`src/hdl/nvm_config_pkg.sv`:
```
package nvm_config_pkg;

  // clocking and timing-clock window
  localparam int          BUS_CLOCK_HZ      = 25000000;
  localparam int          NVM_TIMING_CLOCK_MIN_HZ       = 150000;
  localparam int          NVM_TIMING_CLOCK_MAX_HZ       = 200000;
  localparam int          PRESCALE_DIV      = 8;
  localparam int          RATIO_WIDTH       = 6;
  localparam int          KEY_BYTES         = 8;
  localparam int          OP_COUNT_WIDTH    = 16;

  // register byte offsets (decoded on haddr[7:0])
  localparam logic [7:0]  ADDR_CLOCK_RATIO  = 8'h00;
  localparam logic [7:0]  ADDR_OPTION       = 8'h04;
  localparam logic [7:0]  ADDR_KEY_CTRL     = 8'h08;
  localparam logic [7:0]  ADDR_KEY_DATA     = 8'h0c;
  localparam logic [7:0]  ADDR_STATUS       = 8'h10;

  // clock ratio register fields
  localparam int          RATIO_LOADED_BIT  = 7;
  localparam int          PRESCALE_BIT      = 6;
  localparam logic [7:0]  RATIO_RESET       = 8'h00;
  localparam logic [7:0]  RATIO_WRITE_MASK  = 8'h7f;

  // option mirror fields
  localparam int          BACKDOOR_BIT      = 7;
  localparam int          REDIRECT_BIT      = 6;
  localparam int          LAYOUT_BIT        = 5;
  localparam logic [7:0]  OPTION_RESET      = 8'hff;
  localparam logic [1:0]  LOCK_UNSECURED    = 2'h2;

  // key control and status fields
  localparam int          KEY_ACCESS_BIT    = 0;
  localparam int          STAT_UNSECURED    = 0;
  localparam int          STAT_OPS_ENABLED  = 1;
  localparam int          STAT_BUSY         = 2;
  localparam int          STAT_KEY_INDEX    = 4;

  // ahb-lite encodings
  localparam logic [1:0]  HTRANS_NONSEQ     = 2'h2;
  localparam logic        HRESP_OKAY        = 1'h0;

  // memory access request from an instruction source
  typedef struct packed {
    logic       valid;
    logic       write;
    logic       src_secure;
    logic       src_debug;
    logic [7:0] array_rdata;
  } mem_req_type;

  // gated answer toward the requester and the array
  typedef struct packed {
    logic       write_enable;
    logic       blocked;
    logic [7:0] rdata;
  } mem_resp_type;

  // erase or program request from the command logic
  typedef struct packed {
    logic                      request;
    logic [OP_COUNT_WIDTH-1:0] pulses;
  } op_req_type;

  // erase or program status back to the command logic
  typedef struct packed {
    logic accepted;
    logic refused;
    logic busy;
    logic done;
  } op_resp_type;

endpackage

```
`src/hdl/nvm_config.sv`:
```
// Our own choices: the AHB-Lite slave port and the address map.
`timescale 1ns/1ps
module nvm_config
  import nvm_config_pkg::*;
#(
  parameter int KEY_LEN   = nvm_config_pkg::KEY_BYTES,
  parameter int OP_WIDTH  = nvm_config_pkg::OP_COUNT_WIDTH
) (
  // clock, reset, enable
  input  wire logic                             hclk,
  input  wire logic                             hresetn,
  input  wire logic                             ce,
  // ahb-lite slave
  input  wire logic                             hsel,
  input  wire logic [31:0]                      haddr,
  input  wire logic [1:0]                       htrans,
  input  wire logic                             hwrite,
  input  wire logic [2:0]                       hsize,
  input  wire logic [31:0]                      hwdata,
  input  wire logic                             hready,
  output logic                                  hreadyout,
  output logic                                  hresp,
  output logic [31:0]                           hrdata,
  // source of the current bus master
  input  wire logic                             bus_src_secure,
  input  wire logic                             bus_src_debug,
  // nonvolatile contents
  input  wire logic [7:0]                       stored_option_byte,
  input  wire logic [8*KEY_LEN-1:0]             stored_unlock_key,
  input  wire logic                             blank_check_pass,
  // erase and program control
  input  wire nvm_config_pkg::op_req_type       op_req,
  output nvm_config_pkg::op_resp_type           op_resp,
  output logic                                  nvm_timing_tick,
  // memory access gate
  input  wire nvm_config_pkg::mem_req_type      mem_req,
  output nvm_config_pkg::mem_resp_type          mem_resp,
  // option outputs
  output logic [7:0]                            option_mirror,
  output logic                                  unsecured,
  output logic                                  vector_redirect_enable,
  output logic                                  eeprom_eight_byte_mode
);

  if (KEY_LEN != KEY_BYTES || OP_WIDTH < 1) begin : g_check
    $error("unsupported key length or operation counter width");
  end

  localparam int KIW = $clog2(KEY_LEN + 1);

  typedef struct packed {
    logic                option_loaded;
    logic [7:0]          option;
    logic [7:0]          ratio;
    logic                dp_valid;
    logic                dp_write;
    logic [7:0]          dp_addr;
    logic                dp_secure;
    logic                dp_debug;
    logic [31:0]         rdata;
    logic                key_access;
    logic [KIW-1:0]      key_index;
    logic                key_match;
    logic [OP_WIDTH-1:0] op_remaining;
    op_resp_type         op;
    mem_resp_type        mem;
    logic                unsecured;
    logic                redirect_enable;
    logic                eight_byte;
  } cfg_state_type;

  cfg_state_type s;
  cfg_state_type next_s;
  logic          timing_tick;

  // timing clock divider, held idle until the ratio is loaded
  nvm_timing_divider #(
    .RATIO_WIDTH (RATIO_WIDTH),
    .PRESCALE    (PRESCALE_DIV)
  ) u_divider (
    .hclk              (hclk),
    .hresetn           (hresetn),
    .ce                (ce),
    .run               (s.ratio[RATIO_LOADED_BIT]),
    .prescale_by_eight (s.ratio[PRESCALE_BIT]),
    .clock_ratio_field (s.ratio[RATIO_WIDTH-1:0]),
    .timing_tick       (timing_tick)
  );

  // all next-state logic: bus writes first, then read data from the result
  always_comb begin
    logic       lock_open;
    logic       allowed;
    logic [7:0] key_byte;
    logic [7:0] wbyte;
    lock_open = 1'b0;
    allowed = 1'b0;
    key_byte = 8'h00;
    wbyte = hwdata[7:0];
    next_s = s;
    next_s.op.accepted = 1'b0;
    next_s.op.refused = 1'b0;
    next_s.op.done = 1'b0;
    next_s.mem.write_enable = 1'b0;
    next_s.mem.blocked = 1'b0;

    // first enabled edge after reset release copies the stored byte
    if (!s.option_loaded) begin
      next_s.option_loaded = 1'b1;
      next_s.option = stored_option_byte;
    end

    // data phase of a write
    if (s.dp_valid && s.dp_write) begin
      unique case (s.dp_addr)
        ADDR_CLOCK_RATIO: begin
          if (!s.ratio[RATIO_LOADED_BIT]) begin
            next_s.ratio = wbyte & RATIO_WRITE_MASK;
            next_s.ratio[RATIO_LOADED_BIT] = 1'b1;
          end
        end
        ADDR_KEY_CTRL: begin
          next_s.key_access = wbyte[KEY_ACCESS_BIT];
          if (wbyte[KEY_ACCESS_BIT] && !s.key_access) begin
            next_s.key_index = '0;
            next_s.key_match = 1'b1;
          end
          if (!wbyte[KEY_ACCESS_BIT] && s.key_access && s.option[BACKDOOR_BIT]
              && s.key_match && s.key_index == KIW'(KEY_LEN)) begin
            next_s.option[1:0] = LOCK_UNSECURED;
          end
        end
        ADDR_KEY_DATA: begin
          if (s.key_access && s.dp_secure && !s.dp_debug) begin
            if (s.key_index < KIW'(KEY_LEN)) begin
              key_byte = stored_unlock_key[8*s.key_index +: 8];
              next_s.key_match = s.key_match && (wbyte == key_byte);
              next_s.key_index = KIW'(s.key_index + 1'b1);
            end else begin
              next_s.key_match = 1'b0;
            end
          end
        end
        default: begin
          // option mirror, status and unmapped words ignore writes
        end
      endcase
    end

    // blank check of the whole array opens the part
    if (blank_check_pass && s.option_loaded) begin
      next_s.option[1:0] = LOCK_UNSECURED;
    end
    lock_open = (next_s.option[1:0] == LOCK_UNSECURED);
    next_s.unsecured = lock_open;
    next_s.redirect_enable = !next_s.option[REDIRECT_BIT];
    next_s.eight_byte = next_s.option[LAYOUT_BIT];

    // erase and program operations counted in timing pulses
    if (s.op.busy && timing_tick) begin
      if (s.op_remaining <= OP_WIDTH'(1)) begin
        next_s.op_remaining = '0;
        next_s.op.busy = 1'b0;
        next_s.op.done = 1'b1;
      end else begin
        next_s.op_remaining = OP_WIDTH'(s.op_remaining - 1'b1);
      end
    end
    if (op_req.request) begin
      if (!s.ratio[RATIO_LOADED_BIT] || s.op.busy) begin
        next_s.op.refused = 1'b1;
      end else begin
        next_s.op.accepted = 1'b1;
        next_s.op.busy = 1'b1;
        next_s.op_remaining = (op_req.pulses == '0) ? OP_WIDTH'(1) : op_req.pulses;
      end
    end

    // memory gate toward ram, eeprom and flash
    if (mem_req.valid) begin
      allowed = s.unsecured || (mem_req.src_secure && !mem_req.src_debug);
      next_s.mem.blocked = !allowed;
      next_s.mem.write_enable = mem_req.write && allowed;
      if (!mem_req.write) begin
        next_s.mem.rdata = allowed ? mem_req.array_rdata : 8'h00;
      end
    end

    // address phase capture and registered read data
    next_s.dp_valid = 1'b0;
    if (hsel && hready && htrans == HTRANS_NONSEQ) begin
      next_s.dp_valid = 1'b1;
      next_s.dp_write = hwrite;
      next_s.dp_addr = haddr[7:0];
      next_s.dp_secure = bus_src_secure;
      next_s.dp_debug = bus_src_debug;
      next_s.rdata = 32'h0000_0000;
      if (!hwrite) begin
        unique case (haddr[7:0])
          ADDR_CLOCK_RATIO: next_s.rdata[7:0] = next_s.ratio;
          ADDR_OPTION:      next_s.rdata[7:0] = next_s.option;
          ADDR_KEY_CTRL:    next_s.rdata[KEY_ACCESS_BIT] = next_s.key_access;
          ADDR_STATUS: begin
            next_s.rdata[STAT_UNSECURED] = next_s.unsecured;
            next_s.rdata[STAT_OPS_ENABLED] = next_s.ratio[RATIO_LOADED_BIT];
            next_s.rdata[STAT_BUSY] = next_s.op.busy;
            next_s.rdata[STAT_KEY_INDEX +: KIW] = next_s.key_index;
          end
          default: next_s.rdata = 32'h0000_0000;
        endcase
      end
    end
  end

  // single state register, frozen while ce is low
  always_ff @(posedge hclk or negedge hresetn) begin
    if (!hresetn) begin
      s <= '0;
      s.option <= OPTION_RESET;
      s.ratio <= RATIO_RESET;
      s.key_match <= 1'b1;
      s.eight_byte <= OPTION_RESET[LAYOUT_BIT]; // derived outputs agree with the reset mirror
    end else if (ce) begin
      s <= next_s;
    end
  end

  // outputs straight from the state registers, with hreadyout and hresp tied off
  assign hreadyout = 1'b1;
  assign hresp = HRESP_OKAY;
  assign hrdata = s.rdata;
  assign op_resp = s.op;
  assign nvm_timing_tick = timing_tick;
  assign mem_resp = s.mem;
  assign option_mirror = s.option;
  assign unsecured = s.unsecured;
  assign vector_redirect_enable = s.redirect_enable;
  assign eeprom_eight_byte_mode = s.eight_byte;

endmodule

```
`src/hdl/nvm_timing_divider.sv`:
```
`timescale 1ns/1ps
module nvm_timing_divider #(
  parameter int RATIO_WIDTH = 6,
  parameter int PRESCALE    = 8
) (
  // clock and reset
  input  wire logic                   hclk,
  input  wire logic                   hresetn,
  input  wire logic                   ce,
  // divider setting
  input  wire logic                   run,
  input  wire logic                   prescale_by_eight,
  input  wire logic [RATIO_WIDTH-1:0] clock_ratio_field,
  // one bus cycle per timing clock period
  output logic                        timing_tick
);

  localparam int PW = $clog2(PRESCALE);

  typedef struct packed {
    logic [PW-1:0]          pre_count;
    logic [RATIO_WIDTH-1:0] ratio_count;
    logic                   tick;
  } div_state_type;

  div_state_type s;
  div_state_type next_s;

  if (PRESCALE < 2 || (1 << PW) != PRESCALE) begin : g_check
    $error("prescale must be a power of two");
  end

  // prescaler stage then ratio counter, counting ratio plus one stages
  always_comb begin
    logic stage;
    stage = 1'b0;
    next_s = s;
    next_s.tick = 1'b0;
    if (run) begin
      stage = !prescale_by_eight || (s.pre_count == PW'(PRESCALE - 1));
      if (prescale_by_eight) begin
        next_s.pre_count = PW'(s.pre_count + 1'b1);
      end
      if (stage) begin
        if (s.ratio_count == clock_ratio_field) begin
          next_s.ratio_count = '0;
          next_s.tick = 1'b1;
        end else begin
          next_s.ratio_count = RATIO_WIDTH'(s.ratio_count + 1'b1);
        end
      end
    end else begin
      next_s.pre_count = '0;
      next_s.ratio_count = '0;
    end
  end

  // state register, frozen while ce is low
  always_ff @(posedge hclk or negedge hresetn) begin
    if (!hresetn) begin
      s <= '0;
    end else if (ce) begin
      s <= next_s;
    end
  end

  assign timing_tick = s.tick;

endmodule

```
`config.mk`:
```
export PLATFORM = sky130hd
export DESIGN_NAME = nvm_config
export DESIGN_NICKNAME = d
export VERILOG_FILES = /design/src/hdl/nvm_config_pkg.sv /design/src/hdl/nvm_config.sv /design/src/hdl/nvm_timing_divider.sv
export SDC_FILE = /design/constraint.sdc
export NUM_CORES = 1
export LEC_CHECK = 0
export ABC_AREA = 1
export BUFFER_PORTS_ARGS = -buffer_cell sky130_fd_sc_hd__buf_2
export CORE_MARGIN = 3
export CORE_UTILIZATION = 51
export CTS_BUF_LIST = sky130_fd_sc_hd__clkbuf_4 sky130_fd_sc_hd__clkbuf_8
export CTS_CLUSTER_SIZE = 8
export DETAILED_ROUTE_END_ITERATION = 6
export GPL_ROUTABILITY_DRIVEN = 0
export GPL_TIMING_DRIVEN = 1
export PLACE_DENSITY_LB_ADDON = 0.3
export SLEW_MARGIN = 20
export SYNTH_ARGS = -nofsm -noshare
export SYNTH_HDL_FRONTEND = slang
export SYNTH_SLANG_ARGS = --single-unit
export TNS_END_PERCENT = 100
```
`constraint.sdc`:
```
create_clock -name hclk -period 1.95 [get_ports hclk]
set_input_delay 0.2925 -clock hclk [delete_from_list [all_inputs] [get_ports hclk]]
set_output_delay 0.2925 -clock hclk [all_outputs]
set_load 0.05 [all_outputs]
```
==> results.yml <==
run_status:
  status: "complete, no violations"
logic_synthesis:
  synth_top_area_share_pct: 31.7
  synthAdderAreaFrac_pct: 1.46
  seq_area_frac_synth_pct: 35.6
  synth_edf_count: 0
  synth_area_mm2: 0.00601
  synth_top_family_by_area: "simple AND/OR/NAND/NOR gates"
  async_flop_share_pct: 100
  yosys_warnings: 0
  yosys.area.top_type: "dfrtp_1"
  synthDistinctLibCells: 41
  synth_cells: 900
  synth-compound-area-share_pct: 9.65
  avgSynthCellArea_um2: 6.67
  synthSimpleGateAreaFrac_pct: 35.4
  synth_xor_xnor_area_share_pct: 1.60
  synth_area_leaders: "dfrtp_1 32%, nand2_1 17%, nand3_1 7.6%, buf_4 7.0%, inv_1 6.3%"
  ys.flop_type: "dfrtp_1"
  synth_seq_cells: 85
  muxShareOfSynthArea_pct: 0.333
floorplanning:
  core_area_mm2: 0.0112
  die_h_um: 115
  start_util_pct: 53.8
  die_area_mm2: 0.0131
  die_x_um: 115
  rows: 38
  ios: 239
global_routing:
  antenna_found_initial: 0
  grt_pass1_vias: 5602
  grt_usage_pct: 23.9
  grt_overflow_total: 0
  grt_max_degree: 47
  grt_first_pass_wirelength_um: 25700
power_and_ir_drop:
  ir_drop_mv: 0.563
  power_density_mw_per_mm2: 784
  leakage_nw: 3.94
layout:
  drive_gt1_share_pct: 23.2
  stdcell_count: 1197
  syn2layout_area_growth_pct: 18.1
  layout.nets: 1239
  diodes: 0
  final_util_pct: 63.5
routing:
  drt-initial-drc-count: 498
  via_count: 6152
  vias_per_cell: 5.14
  route.detailed.wl_per_inst_um: 13.2
  ant_nets: 0
  drt_pass1_iterations: 5
  drcViolationCount: 0
  drt_wl_total_um: 15900
place:
  placedCellCount: 1179
  pre_cts_slack_ns: -0.157
  port_buffers: 161
  dpl.hpwl_um: 12300
clock_tree:
  htreeDepth: 3
  cts_tree: "built"
  clock_latency_ns: 0.35
  root_buffer: "clkbuf_8"
  numCtsBuffers: 9
  cts_sinks: 85
  cts.path.max_buffers: 2
  clkTransAtPathRegs_ns: 0.08
critical_path:
  worstSetupPathType: "flip-flop to flip-flop"
  crit_required_ns: 2.20
  crit_path_end_kind: "flip-flop"
  startpoint: "s[74]"
  worstSetupStartpointType: "flip-flop"
  reg2reg_depth: 11
  arrival_ns: 2.12
  critPathMaxFanout: 5
  rr_startpoint: "s[74]"
hold_path:
  holdPathStages: 3
  min_from: "bus_src_debug"
  hold_class: "input port to flip-flop"
timing:
  drv_slew: 0
  worst_slack_ns: 0.0772
  layout_min_cycle_time_ns: 1.87
  worst_hold_slack_ns: 0.146
  tns_ns: 0
  hold_violations: 0
  fmax_mhz: 534
  finalCritPeriodShare_pct: 96.0
  rsz0062_at_grt: "yes"
  setup_violations: 0
  fin_skew_ns: 0.00709
job:
  drv_cap: 0
worst max-delay path, cell delays in order, from the launching register on:
cell and delay [ns]:
dfrtp_1 0.38, or2_4 0.28, nor4_2 0.21, buf_4 0.17, nand3_1 0.09, nand2_2 0.14, buf_4 0.12, o21ai_1 0.09
nand2_1 0.09, nand3_1 0.07, nand2_1 0.07, nand2_1 0.05
kinds of logic (layout without fill, tap and decap cells):
| group | after synthesis | in the layout |
|---|---|---|
| buffers and inverters | 195 | 328 |
| AND/OR/NAND/NOR | 492 | 492 |
| other | 2 | 26 |
| adder cells (fa/ha/maj) | 7 | 7 |
| multiplexers | 2 | 2 |
| XOR/XNOR | 11 | 11 |
| AO/OA/AOI/OAI | 106 | 106 |
| flip-flops | 85 | 85 |
through the flow:
stage	cell area (um^2)	power (mW)
2_1_floorplan	6100	3.89
3_3_place_gp	6860	4.37
3_5_place_dp	6860	4.44
4_1_cts	7040	5.57
5_1_grt	7090	5.98
6_report	7090	5.56
cell usage after synthesis (3+ instances only):
library cell and count:
dfstp_2 9, buf_2 7, nor3_1 11, nand3_1 91, buf_1 5, clkinv_1 4
o21ai_0 64, clkbuf_1 21, dfrtp_1 76, buf_4 56, nand4_1 25, a21oi_1 14
inv_1 101, nor4_1 6, a22oi_1 3, xor2_1 8, ha_1 7, nand2_1 275
xnor2_1 3, a31oi_1 11, o21ai_1 4, nor2_1 75
path summary, 6_finish.rpt:
check / endpoint / slack [ns]
worst max register to register: hrdata[6] / 0.08
worst min-delay path: s[71] / 0.15
min in group asynchronous: s[17] / 0.38
worst max-delay path: hrdata[6] / 0.08
max in group asynchronous: option_mirror[7] / 0.93
worst min register to register: s[78] / 0.48
repair_timing:
action | in CTS | in global routing
pin swaps | 0 | 1
resized for setup | 1 | 13
hold buffers | 1 | 0
setup endpoints to repair | 14 | 18
buffers inserted | 0 | 2
hold endpoints to repair | 19 | 0
metal layers:
layer  vias to the layer above  share of wire [%]  global-route usage, %
met5                         -                  0                      0
met4                         0                1.0                   5.54
met3                        16                7.6                   4.76
met2                       243                 46                   38.3
met1                      2779                 45                   33.5
li1                       3114                  -                      -
report_power, final:
part	leakage (nW)	switching, mW	total, mW	internal (mW)
Clock	0.0846	0.631	1.13	0.501
Combinational	2.82	1.35	2.08	0.733
Sequential	1.03	0.257	2.35	2.09
flip-flops by register name, indices dropped and copies added (netlist names), 4 cells and up:
name / count
op_resp: 4
hrdata: 8
mem_resp: 10
u_divider.s: 9
s: 43
option_mirror: 8
cells in the final DEF (no fill, tap or decap), drive strengths merged, types with 2 or more instances in the layout:
| cell type | instances |
|---|---|
| buf | 206 |
| or2 | 3 |
| mux2i | 2 |
| o22ai | 2 |
| nor2 | 75 |
| dfstp | 9 |
| conb | 26 |
| a22oi | 3 |
| dfrtp | 76 |
| nand3 | 92 |
| a41oi | 2 |
| clkinvlp | 2 |
| o21ai | 68 |
| ha | 7 |
| a31oi | 11 |
| xnor2 | 3 |
| clkbuf | 11 |
| a21oi | 14 |
| nor4 | 9 |
| nor3 | 11 |
| xor2 | 8 |
| inv | 102 |
| nand2 | 275 |
| clkinv | 6 |
| nand4 | 25 |
cell type report:
| class | count | area [um^2] |
|---|---|---|
| Sequential cell | 85 | 2140 |
| Clock buffer | 11 | 145 |
| Tap cell | 140 | 175 |
| Inverter | 106 | 398 |
| Timing Repair Buffer | 207 | 1180 |
| Fill cell | 1073 | 4080 |
| Multi-Input combinational cell | 644 | 3030 |
| Clock inverter | 4 | 25.0 |
No activity file was read; power rests on OpenSTA's default activity.
